File: src/ethc_pkg.sv
// Purpose: Shared constants and carriers for the Ethernet header comparator.
// Assumes: One clock domain; AXI4-Lite register access with 32-bit data.
// Notes:   Register offsets are byte addresses of aligned words.
package ethc_pkg;

    // ----------------------------------------------------------------------
    // Register map
    // ----------------------------------------------------------------------
    localparam logic [7:0] ETHC_REG_CTRL = 8'h00;
    localparam logic [7:0] ETHC_REG_STAG = 8'h04;
    localparam logic [7:0] ETHC_REG_ETYPE = 8'h08;
    localparam logic [7:0] ETHC_REG_VLAN = 8'h0C;
    localparam logic [7:0] ETHC_REG_LEN = 8'h10;
    localparam logic [7:0] ETHC_REG_ITAG = 8'h14;
    localparam logic [7:0] ETHC_REG_STATUS = 8'h18;
    localparam int ETHC_ADDR_W = 8;

    // Control word field positions.
    localparam int CTRL_NEXT_LSB = 0;
    localparam int CTRL_SIG_LSB = 4;
    localparam int CTRL_PBB_BIT = 12;
    localparam int CTRL_ETYPE_BIT = 16;
    localparam int CTRL_LEN_BIT = 20;
    localparam int CTRL_VLAN_BIT = 24;
    localparam int VLAN_MASK_LSB = 16;
    localparam int LEN_HI_LSB = 16;

    // Reset values.
    localparam logic [15:0] ETHC_STAG_RESET = 16'h8A88;
    localparam logic [15:0] ETHC_ITAG_RESET = 16'h0000;
    localparam logic [15:0] ETHC_ETYPE_RESET = 16'h0000;
    localparam logic [2:0] ETHC_NEXT_RESET = 3'h5;

    // ----------------------------------------------------------------------
    // Frame constants
    // ----------------------------------------------------------------------
    localparam logic [15:0] ETHC_CTAG_TYPE = 16'h8100;
    localparam logic [15:0] ETHC_LEN_LIMIT = 16'h0600;
    localparam logic [7:0] ETHC_SAP_A = 8'hAA;
    localparam logic [7:0] ETHC_SAP_B = 8'hAB;
    localparam logic [7:0] ETHC_LLC_CTL = 8'h03;
    localparam logic [23:0] ETHC_OUI_ZERO = 24'h000000;
    localparam logic [23:0] ETHC_OUI_ALT = 24'h0000F8;
    localparam logic [2:0] ETHC_ADDR_LAST = 3'h5;
    localparam logic [2:0] ETHC_LLC_LAST = 3'h2;
    localparam logic [2:0] ETHC_OUI_LAST = 3'h2;
    localparam logic [2:0] ETHC_ITAG_LAST = 3'h3;
    localparam logic [2:0] ETHC_PAIR_LAST = 3'h1;
    localparam logic [1:0] ETHC_MAX_TAGS = 2'h2;
    localparam logic [2:0] ETHC_STAGE_FIRST = 3'h0;
    localparam logic [1:0] AXI_OKAY = 2'h0;
    localparam logic [1:0] AXI_SLVERR = 2'h2;

    // ----------------------------------------------------------------------
    // Types
    // ----------------------------------------------------------------------
    typedef enum logic [3:0] {
        ST_IDLE = 4'h0,
        ST_ADDR = 4'h1,
        ST_TYPE = 4'h3,
        ST_TAG = 4'h2,
        ST_LLC = 4'h6,
        ST_OUI = 4'h7,
        ST_ITAG = 4'h5,
        ST_DONE = 4'h4,
        ST_FAIL = 4'hC
    } ethc_state_t;

    typedef struct packed {
        logic valid;
        logic sof;
        logic eof;
        logic [7:0] data;
    } ethc_byte_t;

    typedef struct packed {
        logic valid;
        logic ok;
        logic noModify;
        logic [5:0] offset;
        logic [2:0] nextStage;
        logic [4:0] sigOffset;
    } ethc_result_t;

    typedef struct packed {
        logic awvalid;
        logic [ETHC_ADDR_W-1:0] awaddr;
        logic wvalid;
        logic [31:0] wdata;
        logic [3:0] wstrb;
        logic bready;
        logic arvalid;
        logic [ETHC_ADDR_W-1:0] araddr;
        logic rready;
    } ethc_axi_req_t;

    typedef struct packed {
        logic awready;
        logic wready;
        logic bvalid;
        logic [1:0] bresp;
        logic arready;
        logic rvalid;
        logic [31:0] rdata;
        logic [1:0] rresp;
    } ethc_axi_rsp_t;

endpackage

File: src/ethc_header_comparator.sv
// Purpose: Ethernet/LLC/SNAP next-protocol header comparator stage.
// Assumes: Header bytes arrive aligned, one per valid cycle, byte 0 on sof.
// Notes:   Registers are reached over AXI4-Lite.
`timescale 1ns/100ps

module ethc_header_comparator #(
    parameter bit FIRST_STAGE = 1'b1
) (
    input wire logic mclk,
    input wire logic reset,
    input wire ethc_pkg::ethc_byte_t hdrIn,
    input wire logic flowHit,
    output ethc_pkg::ethc_result_t result,
    input wire ethc_pkg::ethc_axi_req_t axiReq,
    output ethc_pkg::ethc_axi_rsp_t axiRsp
);
    import ethc_pkg::*;

    // ----------------------------------------------------------------------
    // State
    // ----------------------------------------------------------------------
    typedef struct packed {
        // Register file.
        logic [2:0] nextStage;
        logic [4:0] sigOffset;
        logic pbbEnable;
        logic etypeEnable;
        logic lenEnable;
        logic vlanEnable;
        logic [15:0] stagType;
        logic [15:0] etypeValue;
        logic [11:0] vlanMatch;
        logic [11:0] vlanMask;
        logic [15:0] lenLo;
        logic [15:0] lenHi;
        logic [15:0] itagType;
        // Bus slave.
        logic awHeld;
        logic [ETHC_ADDR_W-1:0] awAddr;
        logic wHeld;
        logic [31:0] wData;
        logic [3:0] wStrb;
        logic bValid;
        logic [1:0] bResp;
        logic rValid;
        logic [31:0] rData;
        logic [1:0] rResp;
        // Parser.
        ethc_state_t state;
        logic [5:0] cnt;
        logic [2:0] fld;
        logic [15:0] word;
        logic [1:0] tags;
        logic llc;
        logic lastOk;
        logic lastFail;
        logic [5:0] lastOffset;
        ethc_result_t res;
    } ethc_regs_t;

    ethc_regs_t cur;
    ethc_regs_t next_cur;

    function automatic logic [31:0] mergeBytes(
        input logic [31:0] old,
        input logic [31:0] data,
        input logic [3:0] strb
    );
        logic [31:0] m;
        m = old;
        for (int i = 0; i < 4; i++) begin
            if (strb[i]) begin
                m[i*8 +: 8] = data[i*8 +: 8];
            end
        end
        return m;
    endfunction

    function automatic logic [31:0] readReg(
        input ethc_regs_t r,
        input logic [ETHC_ADDR_W-1:0] a
    );
        logic [31:0] v;
        v = 32'h00000000;
        case (a)
            ETHC_REG_CTRL: begin
                v[CTRL_NEXT_LSB +: 3] = r.nextStage;
                v[CTRL_SIG_LSB +: 5] = r.sigOffset;
                v[CTRL_PBB_BIT] = r.pbbEnable;
                v[CTRL_ETYPE_BIT] = r.etypeEnable;
                v[CTRL_LEN_BIT] = r.lenEnable;
                v[CTRL_VLAN_BIT] = r.vlanEnable;
            end
            ETHC_REG_STAG: v[15:0] = r.stagType;
            ETHC_REG_ETYPE: v[15:0] = r.etypeValue;
            ETHC_REG_VLAN: begin
                v[11:0] = r.vlanMatch;
                v[VLAN_MASK_LSB +: 12] = r.vlanMask;
            end
            ETHC_REG_LEN: v = {r.lenHi, r.lenLo};
            ETHC_REG_ITAG: v[15:0] = r.itagType;
            ETHC_REG_STATUS: v = {16'h0000, r.lastFail, r.lastOk,
                                  r.state, 4'h0, r.lastOffset};
            default: v = 32'h00000000;
        endcase
        return v;
    endfunction

    function automatic logic isMapped(input logic [ETHC_ADDR_W-1:0] a);
        return a == ETHC_REG_CTRL || a == ETHC_REG_STAG ||
               a == ETHC_REG_ETYPE || a == ETHC_REG_VLAN ||
               a == ETHC_REG_LEN || a == ETHC_REG_ITAG ||
               a == ETHC_REG_STATUS;
    endfunction

    // ----------------------------------------------------------------------
    // Bus handshakes
    // ----------------------------------------------------------------------
    // A new write is held off while its response is still pending.
    always_comb begin
        axiRsp.awready = !cur.awHeld && !cur.bValid;
        axiRsp.wready = !cur.wHeld && !cur.bValid;
        axiRsp.bvalid = cur.bValid;
        axiRsp.bresp = cur.bResp;
        axiRsp.arready = !cur.rValid;
        axiRsp.rvalid = cur.rValid;
        axiRsp.rdata = cur.rData;
        axiRsp.rresp = cur.rResp;
    end

    assign result = cur.res;

    // ----------------------------------------------------------------------
    // Next state
    // ----------------------------------------------------------------------
    always_comb begin
        logic [31:0] wv;
        logic [15:0] w;
        logic [11:0] vid;
        logic [23:0] oui;
        logic pbb;
        logic finish;
        logic fail;
        logic isC;
        logic isS;
        logic isI;
        wv = 32'h00000000;
        w = {cur.word[7:0], hdrIn.data};
        vid = {cur.word[3:0], hdrIn.data};
        oui = {cur.word, hdrIn.data};
        // Bridging can never be active in the second stage.
        pbb = FIRST_STAGE && cur.pbbEnable;
        finish = 1'b0;
        fail = 1'b0;
        isC = (w == ETHC_CTAG_TYPE);
        isS = (w == cur.stagType);
        isI = pbb && (w == cur.itagType);
        next_cur = cur;
        next_cur.res.valid = 1'b0;
        next_cur.res.noModify = 1'b0;

        // AXI4-Lite write: address and data accepted in either order.
        if (axiReq.awvalid && axiRsp.awready) begin
            next_cur.awHeld = 1'b1;
            next_cur.awAddr = axiReq.awaddr;
        end
        if (axiReq.wvalid && axiRsp.wready) begin
            next_cur.wHeld = 1'b1;
            next_cur.wData = axiReq.wdata;
            next_cur.wStrb = axiReq.wstrb;
        end
        if (cur.awHeld && cur.wHeld) begin
            next_cur.awHeld = 1'b0;
            next_cur.wHeld = 1'b0;
            next_cur.bValid = 1'b1;
            next_cur.bResp = AXI_OKAY;
            wv = mergeBytes(readReg(cur, cur.awAddr), cur.wData, cur.wStrb);
            case (cur.awAddr)
                ETHC_REG_CTRL: begin
                    next_cur.nextStage = wv[CTRL_NEXT_LSB +: 3];
                    next_cur.sigOffset = wv[CTRL_SIG_LSB +: 5];
                    next_cur.pbbEnable = wv[CTRL_PBB_BIT] && FIRST_STAGE;
                    next_cur.etypeEnable = wv[CTRL_ETYPE_BIT];
                    next_cur.lenEnable = wv[CTRL_LEN_BIT];
                    next_cur.vlanEnable = wv[CTRL_VLAN_BIT];
                end
                ETHC_REG_STAG: next_cur.stagType = wv[15:0];
                ETHC_REG_ETYPE: next_cur.etypeValue = wv[15:0];
                ETHC_REG_VLAN: begin
                    next_cur.vlanMatch = wv[11:0];
                    next_cur.vlanMask = wv[VLAN_MASK_LSB +: 12];
                end
                ETHC_REG_LEN: begin
                    next_cur.lenLo = wv[15:0];
                    next_cur.lenHi = wv[LEN_HI_LSB +: 16];
                end
                ETHC_REG_ITAG: next_cur.itagType = wv[15:0];
                ETHC_REG_STATUS: next_cur.bResp = AXI_OKAY;
                default: next_cur.bResp = AXI_SLVERR;
            endcase
        end
        if (cur.bValid && axiReq.bready) begin
            next_cur.bValid = 1'b0;
        end

        // AXI4-Lite read: data registered one cycle after the address.
        if (cur.rValid && axiReq.rready) begin
            next_cur.rValid = 1'b0;
        end
        if (axiReq.arvalid && axiRsp.arready) begin
            next_cur.rValid = 1'b1;
            next_cur.rData = readReg(cur, axiReq.araddr);
            next_cur.rResp = isMapped(axiReq.araddr) ? AXI_OKAY : AXI_SLVERR;
        end

        // Header parser, one byte per valid cycle.
        if (hdrIn.valid) begin
            next_cur.word = {cur.word[7:0], hdrIn.data};
            next_cur.cnt = cur.cnt + 6'h01;
            next_cur.fld = cur.fld + 3'h1;
            if (hdrIn.sof) begin
                next_cur.state = ST_ADDR;
                next_cur.cnt = 6'h01;
                next_cur.fld = 3'h1;
                next_cur.tags = 2'h0;
                next_cur.llc = 1'b0;
            end else begin
                case (cur.state)
                    ST_ADDR: begin
                        // Both addresses pass through as a pair of 6 bytes.
                        if (cur.fld == ETHC_ADDR_LAST &&
                            cur.cnt[5:3] != 3'h0) begin
                            next_cur.state = ST_TYPE;
                            next_cur.fld = 3'h0;
                        end else if (cur.fld == ETHC_ADDR_LAST) begin
                            next_cur.fld = 3'h0;
                        end
                    end
                    ST_TYPE: begin
                        if (cur.fld == ETHC_PAIR_LAST) begin
                            next_cur.fld = 3'h0;
                            if (isI) begin
                                // Outer bridged part allows one B-tag.
                                if (cur.tags > 2'h1) begin
                                    fail = 1'b1;
                                end else begin
                                    next_cur.state = ST_ITAG;
                                end
                            end else if (isC || isS) begin
                                // A tag may also follow SNAP.
                                if (cur.tags == ETHC_MAX_TAGS ||
                                    (pbb && (isC || cur.tags != 2'h0))) begin
                                    fail = 1'b1;
                                end else begin
                                    next_cur.tags = cur.tags + 2'h1;
                                    next_cur.state = ST_TAG;
                                end
                            end else if (w < ETHC_LEN_LIMIT) begin
                                if (cur.llc || pbb ||
                                    (cur.lenEnable &&
                                     (w < cur.lenLo || w > cur.lenHi))) begin
                                    fail = 1'b1;
                                end else begin
                                    next_cur.llc = 1'b1;
                                    next_cur.state = ST_LLC;
                                end
                            end else if (pbb) begin
                                fail = 1'b1;
                            end else begin
                                // Reaching here means this is the last type.
                                finish = 1'b1;
                                if (cur.etypeEnable && !cur.llc &&
                                    w != cur.etypeValue) begin
                                    fail = 1'b1;
                                end
                            end
                        end
                    end
                    ST_TAG: begin
                        if (cur.fld == ETHC_PAIR_LAST) begin
                            next_cur.fld = 3'h0;
                            next_cur.state = ST_TYPE;
                            if (cur.vlanEnable &&
                                ((vid ^ cur.vlanMatch) & cur.vlanMask)
                                != 12'h000) begin
                                fail = 1'b1;
                            end
                        end
                    end
                    ST_LLC: begin
                        if (cur.fld == ETHC_LLC_LAST) begin
                            next_cur.fld = 3'h0;
                            next_cur.state = ST_OUI;
                            if (hdrIn.data != ETHC_LLC_CTL) begin
                                fail = 1'b1;
                            end
                        end else if (hdrIn.data != ETHC_SAP_A &&
                                     hdrIn.data != ETHC_SAP_B) begin
                            fail = 1'b1;
                        end
                    end
                    ST_OUI: begin
                        if (cur.fld == ETHC_OUI_LAST) begin
                            next_cur.fld = 3'h0;
                            next_cur.state = ST_TYPE;
                            if (oui != ETHC_OUI_ZERO &&
                                oui != ETHC_OUI_ALT) begin
                                fail = 1'b1;
                            end
                        end
                    end
                    ST_ITAG: begin
                        if (cur.fld == ETHC_ITAG_LAST) begin
                            finish = 1'b1;
                        end
                    end
                    ST_IDLE, ST_DONE, ST_FAIL: begin
                        next_cur.cnt = cur.cnt;
                        next_cur.fld = cur.fld;
                    end
                    default: next_cur.state = ST_IDLE;
                endcase
                // A frame that ends inside its header cannot match.
                if (hdrIn.eof && !finish && cur.state != ST_IDLE &&
                    cur.state != ST_DONE && cur.state != ST_FAIL) begin
                    fail = 1'b1;
                end
            end
        end

        // Result toward the engine controller.
        if (finish && !fail) begin
            if (cur.nextStage == ETHC_STAGE_FIRST || !flowHit) begin
                fail = 1'b1;
            end
        end
        if (fail) begin
            next_cur.state = ST_FAIL;
            next_cur.res.valid = 1'b1;
            next_cur.res.ok = 1'b0;
            next_cur.res.noModify = 1'b1;
            next_cur.res.offset = 6'h00;
            next_cur.lastFail = 1'b1;
            next_cur.lastOk = 1'b0;
        end else if (finish) begin
            next_cur.state = ST_DONE;
            next_cur.res.valid = 1'b1;
            next_cur.res.ok = 1'b1;
            next_cur.res.offset = cur.cnt + 6'h01;
            next_cur.lastOffset = cur.cnt + 6'h01;
            next_cur.lastOk = 1'b1;
            next_cur.lastFail = 1'b0;
        end
        next_cur.res.nextStage = cur.nextStage;
        next_cur.res.sigOffset = cur.sigOffset;
    end

    // ----------------------------------------------------------------------
    // Registers
    // ----------------------------------------------------------------------
    always_ff @(posedge mclk or posedge reset) begin
        if (reset) begin
            cur <= '0;
            cur.nextStage <= ETHC_NEXT_RESET;
            cur.stagType <= ETHC_STAG_RESET;
            cur.etypeValue <= ETHC_ETYPE_RESET;
            cur.itagType <= ETHC_ITAG_RESET;
            cur.state <= ST_IDLE;
        end else begin
            cur <= next_cur;
        end
    end

endmodule

File: config.mk
export PLATFORM = sky130hd
export DESIGN_NAME = ethc_header_comparator
export DESIGN_NICKNAME = d
export VERILOG_FILES = /design/src/ethc_pkg.sv /design/src/ethc_header_comparator.sv
export SDC_FILE = /design/constraint.sdc
export NUM_CORES = 1
export LEC_CHECK = 0
export ABC_AREA = 1
export ABC_CLOCK_PERIOD_IN_PS = 21000
export BUFFER_PORTS_ARGS = -buffer_cell sky130_fd_sc_hd__buf_4
export CAP_MARGIN = 10
export CORE_UTILIZATION = 45
export DETAILED_ROUTE_END_ITERATION = 7
export PLACE_DENSITY_LB_ADDON = 0.15
export SLEW_MARGIN = 20
export SYNTH_ARGS = -nofsm -noshare
export SYNTH_HDL_FRONTEND = slang
export SYNTH_SLANG_ARGS = --single-unit
File: constraint.sdc
create_clock -name mclk -period 21 [get_ports mclk]
set_clock_uncertainty 0.1 [all_clocks]
set_input_delay 1.05 -clock mclk [delete_from_list [all_inputs] [get_ports mclk]]
set_output_delay 1.05 -clock mclk [all_outputs]
set_load 0.01 [all_outputs]
==> out/qor.yml, run 1 <==
status: "finished, final reports clean"
rsz0062_at_grt: "false"
place_congestion: 1.01
ant_nets: 0
finalSetupViolCount: 0
critPathKind: "reg -> reg"
syn_to_final_growth_pct: 13.3
hold_path.class: "reg -> reg"
htree_levels: 1
p_leak_nw: 7.13
finalNonFillerCells: 2152
reg2reg_slack_ps: 17280
port_buffers: 126
finalCritPeriodShare_pct: 17.7
dp_slack_ps: 17460
grt_max_degree: 110
maxSlewViolCount: 0
grt_pass1_vias: 11756
cts.path.max_buffers: 3
slew_headroom_pct: 24.0
cp_data_required_time_ps: 21320
switching_share_pct: 35.5
vias: 12487
finalHoldViolCount: 0
netlist_area_um2: 13900
pwr-share-comb_pct: 27.1
yosys-top-cells-area: "dfrtp_1 45%, nand2_1 10%, o21ai_0 6.9%"
p_switching_uw: 588
drc: 0
antenna_found_initial: 1
yosys.area.top_type: "dfrtp_1"
power_density_nw_per_um2: 106
fin_tns_setup_ps: 0
gr-usage-all-layers_pct: 31.9
vias_per_cell: 5.80
core_area_um2: 30000
clock.fmax_ghz: 0.269
first_pass_iters: 8
worstSetupEndpointType: "flop"
fin_nets: 1849
tightest_slew_ps: 1140
max_cap_viol_count: 0
avgSynthCellArea_um2: 8.23
dp_hpwl_um: 36700
synth_edf_count: 0
grt_overflow: 0
p_int_mw: 1.07
ir_drop_mv: 0.0820
holdBufCountCts: 0
die_h_um: 178
drive_gt1_share_pct: 14.3
fin_crit_ps: 3720
post_cts_buffers: 0
syn-instance-count: 1685
place_area_um2: 14700
clock_tree.root_cell: "clkbuf_16"
dp.cells: 2098
numCtsBuffers: 29
fillers: 2904
yosysMostFrequentCell: "nand2_1"
worst_skew_pair.late_latency_ps: 580
final_core_util_pct: 52.4
seq_power_share_pct: 40.8
start_kind: "flop"
num_io_pins: 129
wl_per_cell_um: 22.9
synth_top_area_share_pct: 44.6
die_w_um: 178
grt_pass1_wl_um: 74300
drt_iter0_markers: 1442
dieArea_um2: 31500
crit_path_max_fanout: 18
path_clk_slew_ps: 60
fin_ws_ps: 17280
ys_warn_count: 0
power.total_mw: 1.66
arrival_ps: 4040
synthTopCellsByCount: "376 x nand2_1, 247 x dfrtp_1, 209 x inv_1"
yosysSeqAreaShare_pct: 45.9
antenna_cells: 0
drt-total-wl_um: 49300
start_util_pct: 46.3
clockPowerShare_pct: 32.1
synth_flop_cell: "dfrtp_1"
cts.repair.resized: 0
cts_sinks: 254
fin_hold_ws_ps: 271
cts_tree: "done"
yosysUniqueCellTypes: 56
core.rowCount: 63
ys_ff_latch: 254
stdcell_area_um2: 15700
synthArstFlopShare_pct: 100
[placed cells by master (no fill, tap or decap), drive strengths merged, types with 3 or more instances in the layout]
master and instances:
nand2 383, inv 216, dfstp 7, o211ai 5, buf 135, clkbuf 46
o31ai 8, nor4 16, o221ai 30, nand4 27, clkinv 7, xor2 16
bufinv 4, nor3 27, mux2 36, o41ai 3, o21ai 196, xnor2 8
ha 39, nand3 21, dfrtp 247, o21a 10, a221oi 10, nor2 113
a21oi 59, o2111ai 3, o22ai 64
[routing by layer]
layer / wire, um / up-vias / GRT usage (%) / part of all wire (%)
met4: 2240 / 2 / 13.4 / 4.5
met3: 4590 / 113 / 7.20 / 9.3
li1: - / 5732 / - / -
met1: 22100 / 5974 / 46.4 / 45
met5: 12 / - / 0 / 0.024
met2: 20300 / 666 / 45.2 / 41
[critical path, cell delays in order (launching register included)]
cell     delay, ps
dfrtp_1        380
nor2_1         110
inv_1           70
nor3_2         230
inv_1          120
nor2_2         290
inv_1          420
nor2_1         940
inv_1          570
nand2_1        200
o21ai_0        120
[final timing paths]
check | startpoint | end | depth (start not counted)
worst max-delay path | cur[139] | cur[234] | 10
worst min-delay path | cur[252] | result[3] | 0
worst max register to register | cur[139] | cur[234] | 10
worst min register to register | cur[252] | result[3] | 0
max in group asynchronous | reset | cur[110] | 3
min in group asynchronous | reset | axiRsp[1] | 2
[cell families (layout without fill, tap and decap cells)]
kind of cell             Yosys count  count (layout)  share of synthesized area [%]
other                              1               2                         0.0271
adder cells (fa/ha/maj)           39              39                           3.52
flip-flops                       254             254                           45.9
XOR/XNOR                          24              24                           1.52
buffers and inverters            332             408                           10.7
AND/OR/NAND/NOR                  592             592                           18.0
AO/OA/AOI/OAI                    407             407                           17.4
multiplexers                      36              36                           2.92
[final cells by class]
cell class	count	area [um2]	area share [%]
inverters	219	830	5.28
clock buffers	46	830	5.28
well taps	390	488	3.11
repair buffers	135	1010	6.45
clock inverters	8	155	0.988
multi-input cells	1100	6030	38.4
flip-flops and latches	254	6360	40.5
[power groups by stage]
stage | Sequential, mW | Clock [mW] | Combinational [mW]
3_5_place_dp | 0.682 | 0 | 0.441
5_1_grt | 0.688 | 0.558 | 0.498
3_3_place_gp | 0.680 | 0 | 0.439
6_report | 0.677 | 0.531 | 0.449
4_1_cts | 0.675 | 0.540 | 0.444
2_1_floorplan | 0.645 | 0 | 0.316
[flip-flops by register name, summed over array words and instances (netlist names)]
register and cells:
result 16, axiRsp 36, cur 202
(Power assumes the default switching activity.)
==> run 2: changes to the inputs <==
--- a/config.mk
+++ b/config.mk
@@ -5,8 +5,8 @@
 export SDC_FILE = /design/constraint.sdc
 export NUM_CORES = 1
 export LEC_CHECK = 0
-export ABC_AREA = 1
-export ABC_CLOCK_PERIOD_IN_PS = 21000
+export ABC_AREA = 0
+export ABC_CLOCK_PERIOD_IN_PS = 3300
 export BUFFER_PORTS_ARGS = -buffer_cell sky130_fd_sc_hd__buf_4
 export CAP_MARGIN = 10
 export CORE_UTILIZATION = 45
==> constraint.sdc (replaced) <==
create_clock -name mclk -period 3.3 [get_ports mclk]
set_clock_uncertainty 0.1 [all_clocks]
set_input_delay 0.165 -clock mclk [delete_from_list [all_inputs] [get_ports mclk]]
set_output_delay 0.165 -clock mclk [all_outputs]
set_load 0.01 [all_outputs]
==> out/qor.yml, run 2 <==
ys_ff_latch: 254  # unchanged
path_clk_slew_ps: 60  # about the same
clock.fmax_ghz: 0.319  # was 0.269 GHz
synthAdderAreaFrac_pct: 3.58  # was 3.52%
hold_path.class: "in -> reg"  # was reg -> reg
synth_edf_count: 0  # unchanged
dp_hpwl_um: 32500  # was 36700 um
finalNonFillerCells: 1969  # was 2152
slew_headroom_pct: 37.2  # was 24.0%
fin_tns_setup_ps: 0  # unchanged
crit_path_max_fanout: 13  # was 18
final_core_util_pct: 56.3  # was 52.4%
p_switching_mw: 3.99  # was 588 uW
post_cts_buffers: 0  # unchanged
clock_tree.root_cell: "clkbuf_16"  # unchanged
hold_end: "result[14]"  # was result[3]
cts_tree: "done"  # unchanged
rsz0062_at_grt: "false"  # unchanged
core_area_um2: 29700  # was 30000 um2
mostFrequentLayoutCells: "247 x dfrtp_1, 209 x buf_4, 170 x nand2_1"  # was 374 x nand2_1, 247 x dfrtp_1, 207 x inv_1
gr-usage-all-layers_pct: 28.6  # was 31.9%
reg2reg_slack_ps: 170  # was 17280 ps
yosysSeqAreaShare_pct: 46.7  # was 45.9%
synth_top_family_by_area: "compound AO/OA/AOI/OAI gates"  # was simple AND/OR/NAND/NOR gates
grt_overflow: 0  # unchanged
hold_start: "flowHit"  # was cur[252]
synthArstFlopShare_pct: 100  # unchanged
switching_share_pct: 35.4  # was 35.5%
cts.path.max_buffers: 3  # unchanged
ir_drop_mv: 0.539  # was 0.0820 mV
largest_register: "cur"  # unchanged
synth_xor_area_share_pct: 4.11  # was 1.52%
vias: 11188  # was 12487
worstSetupEndpointType: "flop"  # unchanged
yosys-top-cells-area: "dfrtp_1 45%, mux2_2 7.0%, o21ai_0 5.8%"  # was dfrtp_1 45%, nand2_1 10%, o21ai_0 6.9%
drc: 0  # unchanged
yosysUniqueCellTypes: 70  # was 56
fin_crit_ps: 3130  # was 3720 ps
yosysMostFrequentCell: "dfrtp_1"  # was nand2_1
core.rowCount: 63  # unchanged
worst_skew_pair.late_latency_ps: 560  # was 580 ps
netlist_area_um2: 13600  # was 13900 um2
cp_data_required_time_ps: 3620  # was 21320 ps
finalCritPeriodShare_pct: 94.9  # was 17.7%
num_io_pins: 129  # unchanged
synth.mux.area_fraction_pct: 9.53  # was 2.92%
numCtsBuffers: 28  # was 29
htree_levels: 1  # unchanged
tightest_slew_ps: 940  # was 1140 ps
drt_iter0_markers: 1099  # was 1442
pwr-share-comb_pct: 28.8  # was 27.1%
ant_nets: 0  # unchanged
layout_commonest_cell: "dfrtp_1"  # was nand2_1
reg2reg_from: "cur[164]"  # was cur[139]
syn_to_final_growth_pct: 22.7  # was 13.3%
grt_pass1_vias: 10950  # was 11756
worstHoldPathCells: 3  # was 0
fin_nets: 1667  # was 1849
port_buffers: 126  # unchanged
p_leak_nw: 7.40  # was 7.13 nW
dp_slack_ps: -49.4  # was 17460 ps
synth-simple-area-share_pct: 11.8  # was 18.0%
synth_top_area_share_pct: 45.4  # was 44.6%
seq_power_share_pct: 41.8  # was 40.8%
status: "finished, final reports clean"  # unchanged
start_kind: "flop"  # unchanged
vias_per_cell: 5.68  # was 5.80
start_util_pct: 45.9  # was 46.3%
dieArea_um2: 31000  # was 31500 um2
antenna_cells: 0  # unchanged
die_w_um: 176  # was 178 um
reg2regPathDepth: 12  # was 10
largest_register_ffs: 202  # unchanged
critPathKind: "reg -> reg"  # unchanged
power.total_mw: 11.3  # was 1.66 mW
clockPowerShare_pct: 29.4  # was 32.1%
drive_gt1_share_pct: 24.1  # was 14.3%
grt_pass1_wl_um: 67200  # was 74300 um
fin_ws_ps: 167  # was 17280 ps
arrival_ps: 3450  # was 4040 ps
rr_endpoint: "cur[21]"  # was cur[234]
drt-total-wl_um: 43500  # was 49300 um
finalHoldViolCount: 0  # unchanged
avgSynthCellArea_um2: 9.81  # was 8.23 um2
finalSetupViolCount: 0  # unchanged
syn-instance-count: 1389  # was 1685
ys_warn_count: 0  # unchanged
maxSlewViolCount: 0  # unchanged
yosys.area.top_type: "dfrtp_1"  # unchanged
dp.cells: 1860  # was 2098
first_pass_iters: 7  # was 8
synthTopCellsByCount: "247 x dfrtp_1, 171 x nand2_1, 157 x o21ai_0"  # was 376 x nand2_1, 247 x dfrtp_1, 209 x inv_1
wl_per_cell_um: 22.1  # was 22.9 um
grt_max_degree: 58  # was 110
synth_flop_cell: "dfrtp_1"  # unchanged
power_density_nw_per_um2: 674  # was 106 nW/um2
p_int_mw: 7.28  # was 1.07 mW
place_congestion: 0.995  # was 1.01
synth-compound-area-share_pct: 16.8  # was 17.4%
die_h_um: 176  # was 178 um
antenna_found_initial: 0  # was 1
cts_sinks: 254  # unchanged
max_cap_viol_count: 0  # unchanged
==> run 2: changes by cell type after synthesis, moves of 23 or more <==
cell	change
xnor2_1	+41
inv_1	-140
o22ai_1	-62
nor2_1	-54
a22oi_1	+55
mux2i_1	+33
nand2_1	-205
a222oi_1	+23
mux2_2	+49
o221ai_1	-29
o21ai_0	-34
==> run 2: power by group through the flow <==
stage	combinational [mW]	sequential, mW	clock, mW
6_report	3.25	4.71	3.31
5_1_grt	3.58	4.80	3.48
4_1_cts	3.21	4.68	3.36
3_5_place_dp	3.14	4.73	0
3_3_place_gp	3.11	4.71	0
2_1_floorplan	2.26	4.31	0
==> run 2: what timing repair did <==
item | CTS | global route
pin swaps | 0 | 4
hold endpoints to repair | 91 | 0
resized for setup | 1 | 10
hold buffers | 57 | 0
setup endpoints to repair | 12 | 15
==> run 2: worst max-delay path by stage <==
stage	slack, ps	cells after the start	to	startpoint
2_1_floorplan	-300	1	axiRsp[10]	reset
4_1_cts	20	12	cur[21]	cur[164]
3_5_place_dp	-50	12	cur[21]	cur[164]
5_1_grt	30	12	cur[21]	cur[164]
3_3_place_gp	30	12	cur[20]	cur[164]
6_report	170	12	cur[21]	cur[164]
==> run 2: final cells by class <==
cell class / count / area (um2)
Multi-Input combinational cell: 930 / 6330
Inverter: 69 / 263
Clock buffer: 36 / 781
Fill cell: 2602 / 13000
Tap cell: 390 / 488
Sequential cell: 254 / 6360
Clock inverter: 16 / 204
Timing Repair Buffer: 274 / 2290
==> run 2: cell families after synthesis <==
kind of cell    count (synthesis)
mux                           119
simple gates                  349
xor+xnor                       64
other cells                     1
compound gates                357
fa+ha+maj                      39
buf+inv                       206
flops                         254
==> run 2: metrics by stage <==
stage                     area (um2)  hold WS, ps
after floorplan                13600          158
after global placement         15100          247
after detailed placement       15100          249
after CTS                      16700         17.3
after global routing           16700         39.3
final                          16700         32.7
==> run 2: critical path: stages, from the launching register on <==
cell and delay, ps:
dfrtp_1 380, inv_1 90, ha_4 210, a21oi_2 140
nand3_1 100, a221oi_2 270, o21ai_1 120, o221a_1 330
nor4_4 280, o31ai_2 110, or4b_4 540, buf_6 170
mux2i_2 150
==> run 2: metal layers <==
layer  vias up  track usage (%)  routed length [um]
li1       5231                -                   -
met1      5451             42.0               19900
met2       442             43.2               19100
met3        64             5.02                3160
met4         0             7.68                1280
met5         -                0                   0
